[src/common/fan_pwm_regs.svh]
// Register offsets, field positions, reset values and timing counts
// Assumes an 8-bit register port and a 25 MHz system clock
`ifndef FAN_PWM_REGS_SVH
`define FAN_PWM_REGS_SVH

// Register offsets
`define FAN_A_DRIVE_ADDR      8'h56
`define FAN_B_DRIVE_ADDR      8'h57
`define FAN_CLOCK_CONFIG_ADDR 8'h58
`define FAN_A_PHASE_ADDR      8'h68
`define FAN_B_PHASE_ADDR      8'h69

// Reset values
`define FAN_A_DRIVE_RESET      8'h00
`define FAN_B_DRIVE_RESET      8'h00
`define FAN_CLOCK_CONFIG_RESET 8'h50

// Drive register fields
`define DRIVE_FORCE_BIT  0
`define DRIVE_DUTY_LSB   1
`define DRIVE_DUTY_MSB   6
`define DRIVE_CLKSEL_BIT 7

// Clock config fields
`define CFG_SRC_A_BIT  0
`define CFG_SRC_B_BIT  1
`define CFG_MULT_A_BIT 2
`define CFG_MULT_B_BIT 3
`define CFG_DIV_A_LSB  4
`define CFG_DIV_A_MSB  5
`define CFG_DIV_B_LSB  6
`define CFG_DIV_B_MSB  7

// Timing: clock period and step times of the duty counter, in ns
`define CLK_PERIOD_NS  40
`define STEP_NS_SEL0   512000
`define STEP_NS_SEL1   256000
`define STEP_NS_SEL2   128000
`define STEP_NS_SEL3   16000
`define TACH_BASE_NS   31240

// Cycle counts derived from the times above (every time divides exactly)
`define STEP_CYC_SEL0  (`STEP_NS_SEL0 / `CLK_PERIOD_NS)
`define STEP_CYC_SEL1  (`STEP_NS_SEL1 / `CLK_PERIOD_NS)
`define STEP_CYC_SEL2  (`STEP_NS_SEL2 / `CLK_PERIOD_NS)
`define STEP_CYC_SEL3  (`STEP_NS_SEL3 / `CLK_PERIOD_NS)
`define TACH_BASE_CYC  (`TACH_BASE_NS / `CLK_PERIOD_NS)

`endif

[src/common/fan_pwm_pkg.sv]
// Types shared by the fan drive block
// Assumes fan_pwm_regs.svh supplies the numeric constants
package fan_pwm_pkg;

  // Tachometer count divisor codes
  typedef enum logic [1:0]
  {
    TACH_DIV_4 = 2'b00,
    TACH_DIV_2 = 2'b01,
    TACH_DIV_1 = 2'b10,
    TACH_DIV_8 = 2'b11
  } tach_div_t;

  typedef logic [5:0]  duty_t;
  typedef logic [15:0] step_reload_t;

endpackage

[src/rtl/fan_pwm_channel.sv]
// One fan pulse generator: step divider, 6-bit period counter, output
// Assumes step_reload is at least 1 and comes from the same clock
`timescale 1ns/1ps
`include "fan_pwm_regs.svh"

module fan_pwm_channel
  import fan_pwm_pkg::*;
(
  input  wire logic         clk,
  input  wire logic         reset,
  input  wire step_reload_t step_reload,
  input  wire logic         force_high,
  input  wire duty_t        duty,
  output logic              pwm_out,
  output duty_t             phase
);

  step_reload_t div_cnt;
  step_reload_t next_div_cnt;
  logic         step_tick;

  // A step falls due when the divider reaches its last count; the >=
  // keeps a shortened reload from stalling the divider
  assign step_tick    = (div_cnt >= (step_reload - 16'h0001));
  assign next_div_cnt = step_tick ? 16'h0000 : div_cnt + 16'h0001;

  // Step divider
  always_ff @(posedge clk)
  begin
    if (reset)
      div_cnt <= 16'h0000;
    else
      div_cnt <= next_div_cnt;
  end

  // Free-running period counter, 64 steps per period
  always_ff @(posedge clk)
  begin
    if (reset)
      phase <= 6'h00;
    else if (step_tick)
      phase <= phase + 6'h01;
  end

  // Output high while forced, or while the phase is below the duty
  always_ff @(posedge clk)
  begin
    if (reset)
      pwm_out <= 1'b0;
    else
      pwm_out <= force_high | (phase < duty);
  end

endmodule

[src/rtl/fan_pwm_clock_control.sv]
// Two-channel fan drive: registers, base frequency selection and
// tachometer count clock enables
// Assumes a single 25 MHz clock, synchronous reset on standby power,
// and a register master on the same clock
//
// Functional notes
// - Fan B drive bit 0 forces output high; else duty field rules.
// - Duty counts 64ths high; zero is low, all ones is 63 of 64.
// - Fan B drive bit 7 with fan B source and multiplier sets its rate.
// - Fan A clock select with its source and multiplier sets its rate.
// - Config bit 0 selects fan A clock source.
// - Config bit 1 selects fan B clock source.
// - Config bit 2 doubles fan A output frequency.
// - Config bit 3 doubles fan B output frequency.
// - Config bits 5:4 set fan A tach divisor; 00 four, 11 eight.
// - Config bits 7:6 set fan B tach divisor; reset is two.
// - Fan A drive has force bit 0 and duty bits 6:1 likewise.
`timescale 1ns/1ps
`include "fan_pwm_regs.svh"

module fan_pwm_clock_control
  import fan_pwm_pkg::*;
#(
  parameter int unsigned STEP_CYC_SEL0 = `STEP_CYC_SEL0,
  parameter int unsigned STEP_CYC_SEL1 = `STEP_CYC_SEL1,
  parameter int unsigned STEP_CYC_SEL2 = `STEP_CYC_SEL2,
  parameter int unsigned STEP_CYC_SEL3 = `STEP_CYC_SEL3
)
(
  input  wire logic       clk,
  input  wire logic       reset,
  input  wire logic [7:0] addr,
  input  wire logic [7:0] wdata,
  input  wire logic       wr,
  input  wire logic       rd,
  output logic      [7:0] rdata,
  output logic            fan_a_output,
  output logic            fan_b_output,
  output logic            tach_a_count_tick,
  output logic            tach_b_count_tick
);

  // Register storage
  logic [7:0]   fan_a_drive;
  logic [7:0]   fan_b_drive;
  logic [7:0]   fan_clock_config;

  // Address decode
  logic         hit_a_drive;
  logic         hit_b_drive;
  logic         hit_config;
  logic         hit_a_phase;
  logic         hit_b_phase;
  logic         wr_a_drive;
  logic         wr_b_drive;
  logic         wr_config;
  logic [7:0]   read_mux;

  // Drive fields
  logic         force_a;
  logic         force_b;
  duty_t        duty_a;
  duty_t        duty_b;
  logic         clksel_a;
  logic         clksel_b;

  // Clock config fields
  logic         src_a;
  logic         src_b;
  logic         mult_a;
  logic         mult_b;
  tach_div_t    div_a;
  tach_div_t    div_b;

  // Selected step reloads, the pwm_output_frequency setting per fan
  step_reload_t reload_a;
  step_reload_t reload_b;

  // Channel state
  duty_t        phase_a;
  duty_t        phase_b;

  // Tachometer count clock
  logic [15:0]  tach_base_cnt;
  logic         tach_base_tick;
  logic [2:0]   tach_a_cnt;
  logic [2:0]   tach_b_cnt;
  logic         tach_a_due;
  logic         tach_b_due;
  logic [2:0]   next_tach_a_cnt;
  logic [2:0]   next_tach_b_cnt;

  localparam logic [15:0] TACH_BASE_LAST = 16'(`TACH_BASE_CYC - 1);

  // Base step reload from source select and clock select, halved when
  // the multiplier is on; never falls below one cycle
  function automatic step_reload_t step_reload_of
  (
    input logic src,
    input logic clksel,
    input logic mult
  );
    step_reload_t base;
    base = 16'h0001;
    case ({src, clksel})
      2'b00:   base = 16'(STEP_CYC_SEL0);
      2'b01:   base = 16'(STEP_CYC_SEL1);
      2'b10:   base = 16'(STEP_CYC_SEL2);
      2'b11:   base = 16'(STEP_CYC_SEL3);
      default: base = 16'(STEP_CYC_SEL0);
    endcase
    if (mult)
      base = base >> 1;
    if (base == 16'h0000)
      base = 16'h0001;
    return base;
  endfunction

  // Last count of a tachometer divisor (divisor minus one)
  function automatic logic [2:0] tach_last_of
  (
    input tach_div_t code
  );
    logic [2:0] last;
    last = 3'h0;
    case (code)
      TACH_DIV_4: last = 3'h3;
      TACH_DIV_2: last = 3'h1;
      TACH_DIV_1: last = 3'h0;
      TACH_DIV_8: last = 3'h7;
      default:    last = 3'h1;
    endcase
    return last;
  endfunction

  // Address decode and write strobes
  assign hit_a_drive = (addr == `FAN_A_DRIVE_ADDR);
  assign hit_b_drive = (addr == `FAN_B_DRIVE_ADDR);
  assign hit_config  = (addr == `FAN_CLOCK_CONFIG_ADDR);
  assign hit_a_phase = (addr == `FAN_A_PHASE_ADDR);
  assign hit_b_phase = (addr == `FAN_B_PHASE_ADDR);
  assign wr_a_drive  = wr & hit_a_drive;
  assign wr_b_drive  = wr & hit_b_drive;
  assign wr_config   = wr & hit_config;

  // Read selection; unmapped offsets read zero
  assign read_mux =
    hit_a_drive ? fan_a_drive :
    hit_b_drive ? fan_b_drive :
    hit_config  ? fan_clock_config :
    hit_a_phase ? {fan_a_output, 1'b0, phase_a} :
    hit_b_phase ? {fan_b_output, 1'b0, phase_b} :
    8'h00;

  // Fan A drive register fields
  assign force_a  = fan_a_drive[`DRIVE_FORCE_BIT];
  assign duty_a   = fan_a_drive[`DRIVE_DUTY_MSB:`DRIVE_DUTY_LSB];
  assign clksel_a = fan_a_drive[`DRIVE_CLKSEL_BIT];

  // Fan B drive register fields
  assign force_b  = fan_b_drive[`DRIVE_FORCE_BIT];
  assign duty_b   = fan_b_drive[`DRIVE_DUTY_MSB:`DRIVE_DUTY_LSB];
  assign clksel_b = fan_b_drive[`DRIVE_CLKSEL_BIT];

  // Clock config fields
  assign src_a  = fan_clock_config[`CFG_SRC_A_BIT];
  assign src_b  = fan_clock_config[`CFG_SRC_B_BIT];
  assign mult_a = fan_clock_config[`CFG_MULT_A_BIT];
  assign mult_b = fan_clock_config[`CFG_MULT_B_BIT];
  assign div_a  = tach_div_t'(fan_clock_config[`CFG_DIV_A_MSB:`CFG_DIV_A_LSB]);
  assign div_b  = tach_div_t'(fan_clock_config[`CFG_DIV_B_MSB:`CFG_DIV_B_LSB]);

  // Per-fan step reload from the three select bits
  assign reload_a = step_reload_of(src_a, clksel_a, mult_a);
  assign reload_b = step_reload_of(src_b, clksel_b, mult_b);

  // Fan A drive register
  always_ff @(posedge clk)
  begin
    if (reset)
      fan_a_drive <= `FAN_A_DRIVE_RESET;
    else if (wr_a_drive)
      fan_a_drive <= wdata;
  end

  // Fan B drive register
  always_ff @(posedge clk)
  begin
    if (reset)
      fan_b_drive <= `FAN_B_DRIVE_RESET;
    else if (wr_b_drive)
      fan_b_drive <= wdata;
  end

  // Shared clock config; reset gives divide by two on both fans
  always_ff @(posedge clk)
  begin
    if (reset)
      fan_clock_config <= `FAN_CLOCK_CONFIG_RESET;
    else if (wr_config)
      fan_clock_config <= wdata;
  end

  // Read data stands only in the cycle after the read strobe
  always_ff @(posedge clk)
  begin
    if (reset)
      rdata <= 8'h00;
    else if (rd)
      rdata <= read_mux;
    else
      rdata <= 8'h00;
  end

  // Fan A pulse generator
  fan_pwm_channel u_fan_a
  (
    .clk         (clk),
    .reset       (reset),
    .step_reload (reload_a),
    .force_high  (force_a),
    .duty        (duty_a),
    .pwm_out     (fan_a_output),
    .phase       (phase_a)
  );

  // Fan B pulse generator
  fan_pwm_channel u_fan_b
  (
    .clk         (clk),
    .reset       (reset),
    .step_reload (reload_b),
    .force_high  (force_b),
    .duty        (duty_b),
    .pwm_out     (fan_b_output),
    .phase       (phase_b)
  );

  // Base tachometer counting clock, one pulse per base period
  assign tach_base_tick = (tach_base_cnt >= TACH_BASE_LAST);

  always_ff @(posedge clk)
  begin
    if (reset)
      tach_base_cnt <= 16'h0000;
    else if (tach_base_tick)
      tach_base_cnt <= 16'h0000;
    else
      tach_base_cnt <= tach_base_cnt + 16'h0001;
  end

  // Divisor counters; >= lets a smaller divisor take effect at once
  assign tach_a_due = tach_base_tick & (tach_a_cnt >= tach_last_of(div_a));
  assign tach_b_due = tach_base_tick & (tach_b_cnt >= tach_last_of(div_b));

  assign next_tach_a_cnt = tach_a_due ? 3'h0 :
                           tach_base_tick ? tach_a_cnt + 3'h1 : tach_a_cnt;
  assign next_tach_b_cnt = tach_b_due ? 3'h0 :
                           tach_base_tick ? tach_b_cnt + 3'h1 : tach_b_cnt;

  // Fan A tachometer count enable
  always_ff @(posedge clk)
  begin
    if (reset)
    begin
      tach_a_cnt        <= 3'h0;
      tach_a_count_tick <= 1'b0;
    end
    else
    begin
      tach_a_cnt        <= next_tach_a_cnt;
      tach_a_count_tick <= tach_a_due;
    end
  end

  // Fan B tachometer count enable
  always_ff @(posedge clk)
  begin
    if (reset)
    begin
      tach_b_cnt        <= 3'h0;
      tach_b_count_tick <= 1'b0;
    end
    else
    begin
      tach_b_cnt        <= next_tach_b_cnt;
      tach_b_count_tick <= tach_b_due;
    end
  end

endmodule

[config.mk]
export PLATFORM = sky130hd
export DESIGN_NAME = fan_pwm_clock_control
export DESIGN_NICKNAME = d
export VERILOG_FILES = /design/src/common/fan_pwm_pkg.sv /design/src/rtl/fan_pwm_channel.sv /design/src/rtl/fan_pwm_clock_control.sv
export VERILOG_INCLUDE_DIRS = /design/src /design/src/common
export SDC_FILE = /design/constraint.sdc
export NUM_CORES = 1
export LEC_CHECK = 0
export BUFFER_PORTS_ARGS = -buffer_cell sky130_fd_sc_hd__buf_2
export CAP_MARGIN = 5
export CORE_MARGIN = 1
export CORE_UTILIZATION = 45
export CTS_CLUSTER_DIAMETER = 100
export DETAILED_ROUTE_END_ITERATION = 10
export PLACE_DENSITY = 0.7
export SLEW_MARGIN = 20
export SYNTH_ARGS = -nofsm -noshare
export SYNTH_HDL_FRONTEND = slang
export SYNTH_SLANG_ARGS = --single-unit
[constraint.sdc]
create_clock -name clk -period 9.55 [get_ports clk]
set_clock_uncertainty 0.1 [all_clocks]
set_input_delay 0.4775 -clock clk [delete_from_list [all_inputs] [get_ports clk]]
set_output_delay 0.4775 -clock clk [all_outputs]
set_load 0.03 [all_outputs]
Word level (Yosys, flattened, before mapping)

Index checks and enable logic that the tools add are counted.

ROM bits: 0
RAM bits: 0
Bits of input ports: 20
Latch bits: 0
Memories: 0
Logic and storage cells: 81
Output and inout port bits: 12
Register bits after elaboration: 102

Mux-type cells: 13
Shifts and indexed selects: 0
Bitwise operators: 8
Add/subtract/negate cells: 9
$mul: 0
Div/mod/pow operators: 0
Reductions and logical operators: 12
Magnitude comparators: 7
Equal/unequal tests: 17

Operators by type and width:

| operator                                                                              | count |
|---|---|
| 16-bit case mux with 4 select lines                                                   | 2 |
| 16-bit two-way mux                                                                    | 4 |
| 16-bit by 1-bit adder with 16-bit output, second input constant                       | 3 |
| 8-bit by 7-bit equality test with 1-bit output, second input constant                 | 5 |
| 8-bit two-way mux                                                                     | 5 |
| 16-bit greater-or-equal comparator                                                    | 2 |
| 16-bit logical NOT                                                                    | 2 |
| 16-bit by 1-bit subtractor with 16-bit output, second input constant                  | 2 |
| 3-bit case mux with 4 select lines                                                    | 2 |
| 2-bit equality test, second input constant                                            | 8 |
| 16-bit by 10-bit greater-or-equal comparator with 1-bit output, second input constant | 1 |
| 6-bit by 1-bit adder with 6-bit output, second input constant                         | 2 |
| 6-bit < comparator                                                                    | 2 |
| 2-bit OR reduction                                                                    | 6 |
| 2-bit by 1-bit equality test with 1-bit output, second input constant                 | 4 |
| 2-bit logical NOT                                                                     | 4 |
| 3-bit by 1-bit adder with 3-bit output, second input constant                         | 2 |
| 3-bit greater-or-equal comparator                                                     | 2 |
| 1-bit bitwise AND                                                                     | 5 |
| 1-bit bitwise OR                                                                      | 2 |
| 1-bit inverter                                                                        | 1 |

Depth between registers and ports, before layout

Depth in word-level cells: 8
Depth in mapped cells: 17
Depth with buffers taken out: 13

Modules after synthesis

A second synthesis with hierarchy kept.

Cell total of the unflattened synthesis: 744
Area, all modules: 6449.9 um^2

By module, submodules not included:

| module                     | area an instance (um^2) | seq. area each (um^2) | times used | cells each |
|---|---|---|---|---|
| fan_pwm_clock_control      | 3049.2                  | 1121.1                | 1          | 338 |
| fan_pwm_channel at u_fan_a | 1712.9                  | 460.4                 | 1          | 202 |
| fan_pwm_channel at u_fan_b | 1687.9                  | 460.4                 | 1          | 204 |

Worst setup path before layout

No wires, ideal clock.

Path type: reg2reg
Start: reg fan_b_drive[7]
End: reg u_fan_b.phase[3]
Buffers on the path: 1
Required time: 9.329 ns
Setup time: 0.121 ns
Cell stages (with the launch flop): 14
Period minus slack after synthesis: 3.609 ns
Data arrival time: 3.388 ns
Path slack: 5.941 ns
Path through: dfxtp_1 inv_1 ha_1 clkbuf_1 nor4b_1 o21ai_0 o311ai_0 a21bo_2 ha_1 nand4_1 nor4_1 o311ai_1 a21oi_1 mux2_2

Cells in the longest elaborated chain, start to end: 7
Elaborated cells between the ends (all ways): 10

RTL lines:

| what                                            | line                         | RTL |
|---|---|---|
| start: declaration                              | fan_pwm_clock_control.sv:45  | `logic [7:0] fan_b_drive;` |
| start signal: assignment                        | fan_pwm_clock_control.sv:190 | `` fan_b_drive <= `FAN_B_DRIVE_RESET; `` |
| start signal: assignment                        | fan_pwm_clock_control.sv:192 | `fan_b_drive <= wdata;` |
| 2-bit equality test (tied with other cells)     | fan_pwm_clock_control.sv:105 | `case ({src, clksel})` |
| 16-bit case mux with 4 select lines *           | fan_pwm_clock_control.sv:105 |  |
| 16-bit two-way mux *                            | fan_pwm_clock_control.sv:112 | `if (mult)` |
| 16-bit logical NOT                              | fan_pwm_clock_control.sv:114 | `if (base == 16'h0000)` |
| 16-bit two-way mux *                            | fan_pwm_clock_control.sv:114 |  |
| 16-bit by 1-bit subtractor with 16-bit output * | fan_pwm_channel.sv:24        | `assign step_tick = (div_cnt >= (step_reload - 16'h0001));` |
| 16-bit greater-or-equal comparator *            | fan_pwm_channel.sv:24        |  |
| end signal: assignment                          | fan_pwm_channel.sv:42        | `phase <= phase + 6'h01;` |
| end: declaration                                | fan_pwm_channel.sv:15        | `output duty_t phase` |

Every way passes the cells marked *; elsewhere a longest branch is shown, timed or not. The select of a mux whose other input is x is not followed.
A chain may end at the register's enable or synchronous reset.

Final worst setup path

Start: reg fan_b_drive[7]
End: reg u_fan_b.div_cnt[6]

Cells in the longest elaborated chain, start to end: 8
Elaborated cells between the ends (all ways): 11

RTL lines:

| what                                            | line                         | RTL |
|---|---|---|
| 2-bit equality test (tied with other cells)     | fan_pwm_clock_control.sv:105 |  |
| 16-bit case mux with 4 select lines *           | fan_pwm_clock_control.sv:105 |  |
| 16-bit two-way mux *                            | fan_pwm_clock_control.sv:112 |  |
| 16-bit logical NOT                              | fan_pwm_clock_control.sv:114 |  |
| 16-bit two-way mux *                            | fan_pwm_clock_control.sv:114 |  |
| 16-bit by 1-bit subtractor with 16-bit output * | fan_pwm_channel.sv:24        |  |
| 16-bit greater-or-equal comparator *            | fan_pwm_channel.sv:24        |  |
| 2-bit OR reduction (no line) *                  | --                           |  |
| end signal: assignment                          | fan_pwm_channel.sv:33        | `div_cnt <= next_div_cnt;` |
| end: declaration                                | fan_pwm_channel.sv:18        | `step_reload_t div_cnt;` |

Marked as above.

==> flow_summary.yaml <==
outcome:
  outcome: "completed"
finish:
  area_delta_synth_final_pct: 10.9
  utilization_pct: 51.3
  drive_gt1_share_pct: 10.8
  regArea_mm2: 0.00204
  final_common_cell: "dfxtp_1"
  antennaDiodeCount: 0
  nFillCells: 1215
  stdcell_count: 886
  layout.nets: 793
  layout_common_cells: "102 x dfxtp_1, 66 x nand2_1, 64 x ha_1"
  multi_input_area_mm2: 0.00358
clocking:
  cts_setup_buffers: 0
  cts_tree: "yes"
  cts-htree-levels: 3
  hold_buffers: 0
  path_clk_slew_ns: 0.07
  cts-buffers-inserted: 9
  clockBufferDepth: 2
  cts_resized: 0
  cts-root-buf: "clkbuf_16"
  cts.sinks: 102
  clk_latency_ns: 0.34
routing:
  wire_per_inst_um: 14.0
  post-route-drc-count: 0
  ant_nets: 0
  drtIter0Drc: 229
  vias: 4784
  dr.pass1.iters: 4
  routed_wl_um: 12400
  viasPerCell: 5.40
timing:
  setup_tns_ns: 0
  rsz0062_at_grt: "no"
  timing.hold.ws_ns: 0.301
  fmax_ghz: 0.218
  finalHoldViolCount: 0
  slew_violations: 0
  worst_slew_pin_slew_ns: 1.01
  period_share_pct: 47.9
  relSlewSlack_pct: 32.8
  setup_viol: 0
  layout_min_cycle_time_ns: 4.58
die:
  core_mm2: 0.0127
  initial_core_util_pct: 46.2
  rows: 41
  die_w_um: 116
  dieArea_mm2: 0.0135
  io-pin-count: 32
  die-height_um: 116
grt:
  grt_usage_pct: 19.5
  grt_max_degree: 59
  grt_pass1_wl_um: 20800
  overflow: 0
  grt_pass1_vias: 4569
  antenna_found_initial: 0
synthesis:
  syn_area_mm2: 0.00586
  synth_top_family_by_area: "simple AND/OR/NAND/NOR gates"
  synth-adder-area-share_pct: 13.7
  synth_edf_count: 0
  synth_seq_cells: 102
  yosysWarningCount: 0
  synthXorXnorAreaFrac_pct: 6.58
  synth_simple_gate_area_share_pct: 23.5
  synth_cell_types: 65
  synth_seq_area_share_pct: 34.9
  synth-main-ff-cell: "dfxtp_1"
  synth-compound-area-share_pct: 14.7
  synthArstFlopShare_pct: 0
  synth.mux.area_fraction_pct: 2.05
  syn_avg_cell_area_um2: 8.61
  netlist_instances: 680
critical_path:
  r2r_cells: 12
  path_max_fanout: 15
  end_kind: "flop"
  cp.depth: 12
  crit_path_frequent_cell: "ha_1"
  path_delay_family: "simple AND/OR/NAND/NOR gates"
  critPathKind: "flop to flop"
  crit_required_ns: 9.64
  crit_path_start_kind: "flop"
  cp_slowest_stage_delay_ns: 0.80
  crit_start: "fan_b_drive[7]"
  regToRegStartpoint: "fan_b_drive[7]"
  worstPathCellList: "inv_1 -> ha_1 -> nor4b_1 -> o21ai_0 -> o311ai_0 -> a21bo_2 -> ha_1 -> nand4_1 -> nor4_1 -> o311a_1 -> or3_1 -> nor2_1"
  cp_data_arrival_time_ns: 4.67
  crit_buf_inv: 1
  critPathSlowestCell: "or3_1"
flow_run:
  maxCapViolCount: 0
worst_hold_path:
  hold_path_class: "input port to flop"
  whs_path_depth: 3
  min_from: "wdata[5]"
power_and_ir_drop:
  power.density_mw_per_mm2: 153
  power.leakage_uw: 0.00256
  irDropWorstVdd_uv: 99.9
placed_design:
  place_inst: 870
  port_buffers: 31
  gp_congestion: 0.867
  dp_hpwl_um: 9070
-- final timing paths --
check / end / slack (ns)
worst max register to register: u_fan_b.div_cnt[6] / 4.97
worst max-delay path: u_fan_b.div_cnt[6] / 4.97
worst min register to register: fan_a_drive[6] / 0.37
worst min-delay path: fan_b_drive[5] / 0.30
-- cells by family after synthesis --
kind of cell / after synthesis
fa+ha+maj: 64
compound gates: 133
flops: 102
mux: 11
buf+inv: 63
other cells: 1
simple gates: 262
xor+xnor: 44
-- final cells by class --
cell class              count  share of cell area, %
flip-flops and latches    102                   31.4
clock inverters             6                   1.79
repair buffers             33                   2.62
well taps                 172                   3.31
clock buffers              10                   3.53
multi-input cells         524                   55.1
inverters                  39                   2.25
-- through the flow --
step / power, µW / cell area, µm² / worst slack [ns]
floorplan: 552 / 5890 / 5.94
global placement: 573 / 6150 / 5.33
detailed placement: 580 / 6150 / 5.12
CTS: 1000 / 6490 / 5.02
global route: 1030 / 6490 / 4.52
finish: 991 / 6490 / 4.97
-- flip-flops by register name, indices dropped and copies added, names as in the netlist --
| register | count |
|---|---|
| fan_b_drive | 8 |
| tach_a_count_tick | 1 |
| u_fan_a.div_cnt | 16 |
| tach_base_cnt | 16 |
| u_fan_b.div_cnt | 16 |
| u_fan_b.phase | 6 |
| u_fan_b.pwm_out | 1 |
| rdata | 8 |
| u_fan_a.pwm_out | 1 |
| u_fan_a.phase | 6 |
| fan_a_drive | 8 |
| fan_clock_config | 8 |
| tach_b_cnt | 3 |
| tach_b_count_tick | 1 |
| tach_a_cnt | 3 |
-- worst min-delay path, cell delays in order --
cell     delay [ns]
buf_2          0.11
nand2_1        0.05
a21oi_1        0.05
-- synthesized netlist by cell type (7+ instances only) --
library cell / number / area share, %
nor2_1: 59 / 3.8
nand2b_1: 9 / 0.96
o21ai_0: 16 / 1.4
mux2_2: 7 / 1.3
nand2_1: 66 / 4.2
a22oi_1: 14 / 1.8
xnor2_1: 20 / 3.0
nor2_4: 8 / 1.5
nand4_1: 10 / 1.1
clkbuf_1: 16 / 1.0
and3_1: 9 / 0.96
nor2b_1: 12 / 1.3
nand3_1: 33 / 2.8
a21oi_1: 55 / 4.7
ha_1: 64 / 14
inv_1: 39 / 2.5
nor3_1: 15 / 1.3
xor2_1: 24 / 3.6
dfxtp_1: 102 / 35
-- routing by layer --
metal / global-route usage, % / part of all wire [%] / vias to the layer above
li1: - / - / 2442
met1: 24.6 / 46 / 2253
met2: 34.0 / 49 / 75
met3: 3.50 / 3.5 / 14
met4: 5.73 / 1.6 / 0
met5: 0 / 0 / -
-- where the power goes --
| group | switching [µW] | internal (µW) | total, µW | leakage [µW] |
|---|---|---|---|---|
| Sequential | 14.1 | 442 | 456 | 0.000827 |
| Combinational | 61.7 | 51.7 | 113 | 0.00157 |
| Clock | 163 | 259 | 422 | 0.000168 |
| Total | 239 | 753 | 991 | 0.00256 |
Power figures use the tool's default switching activity.
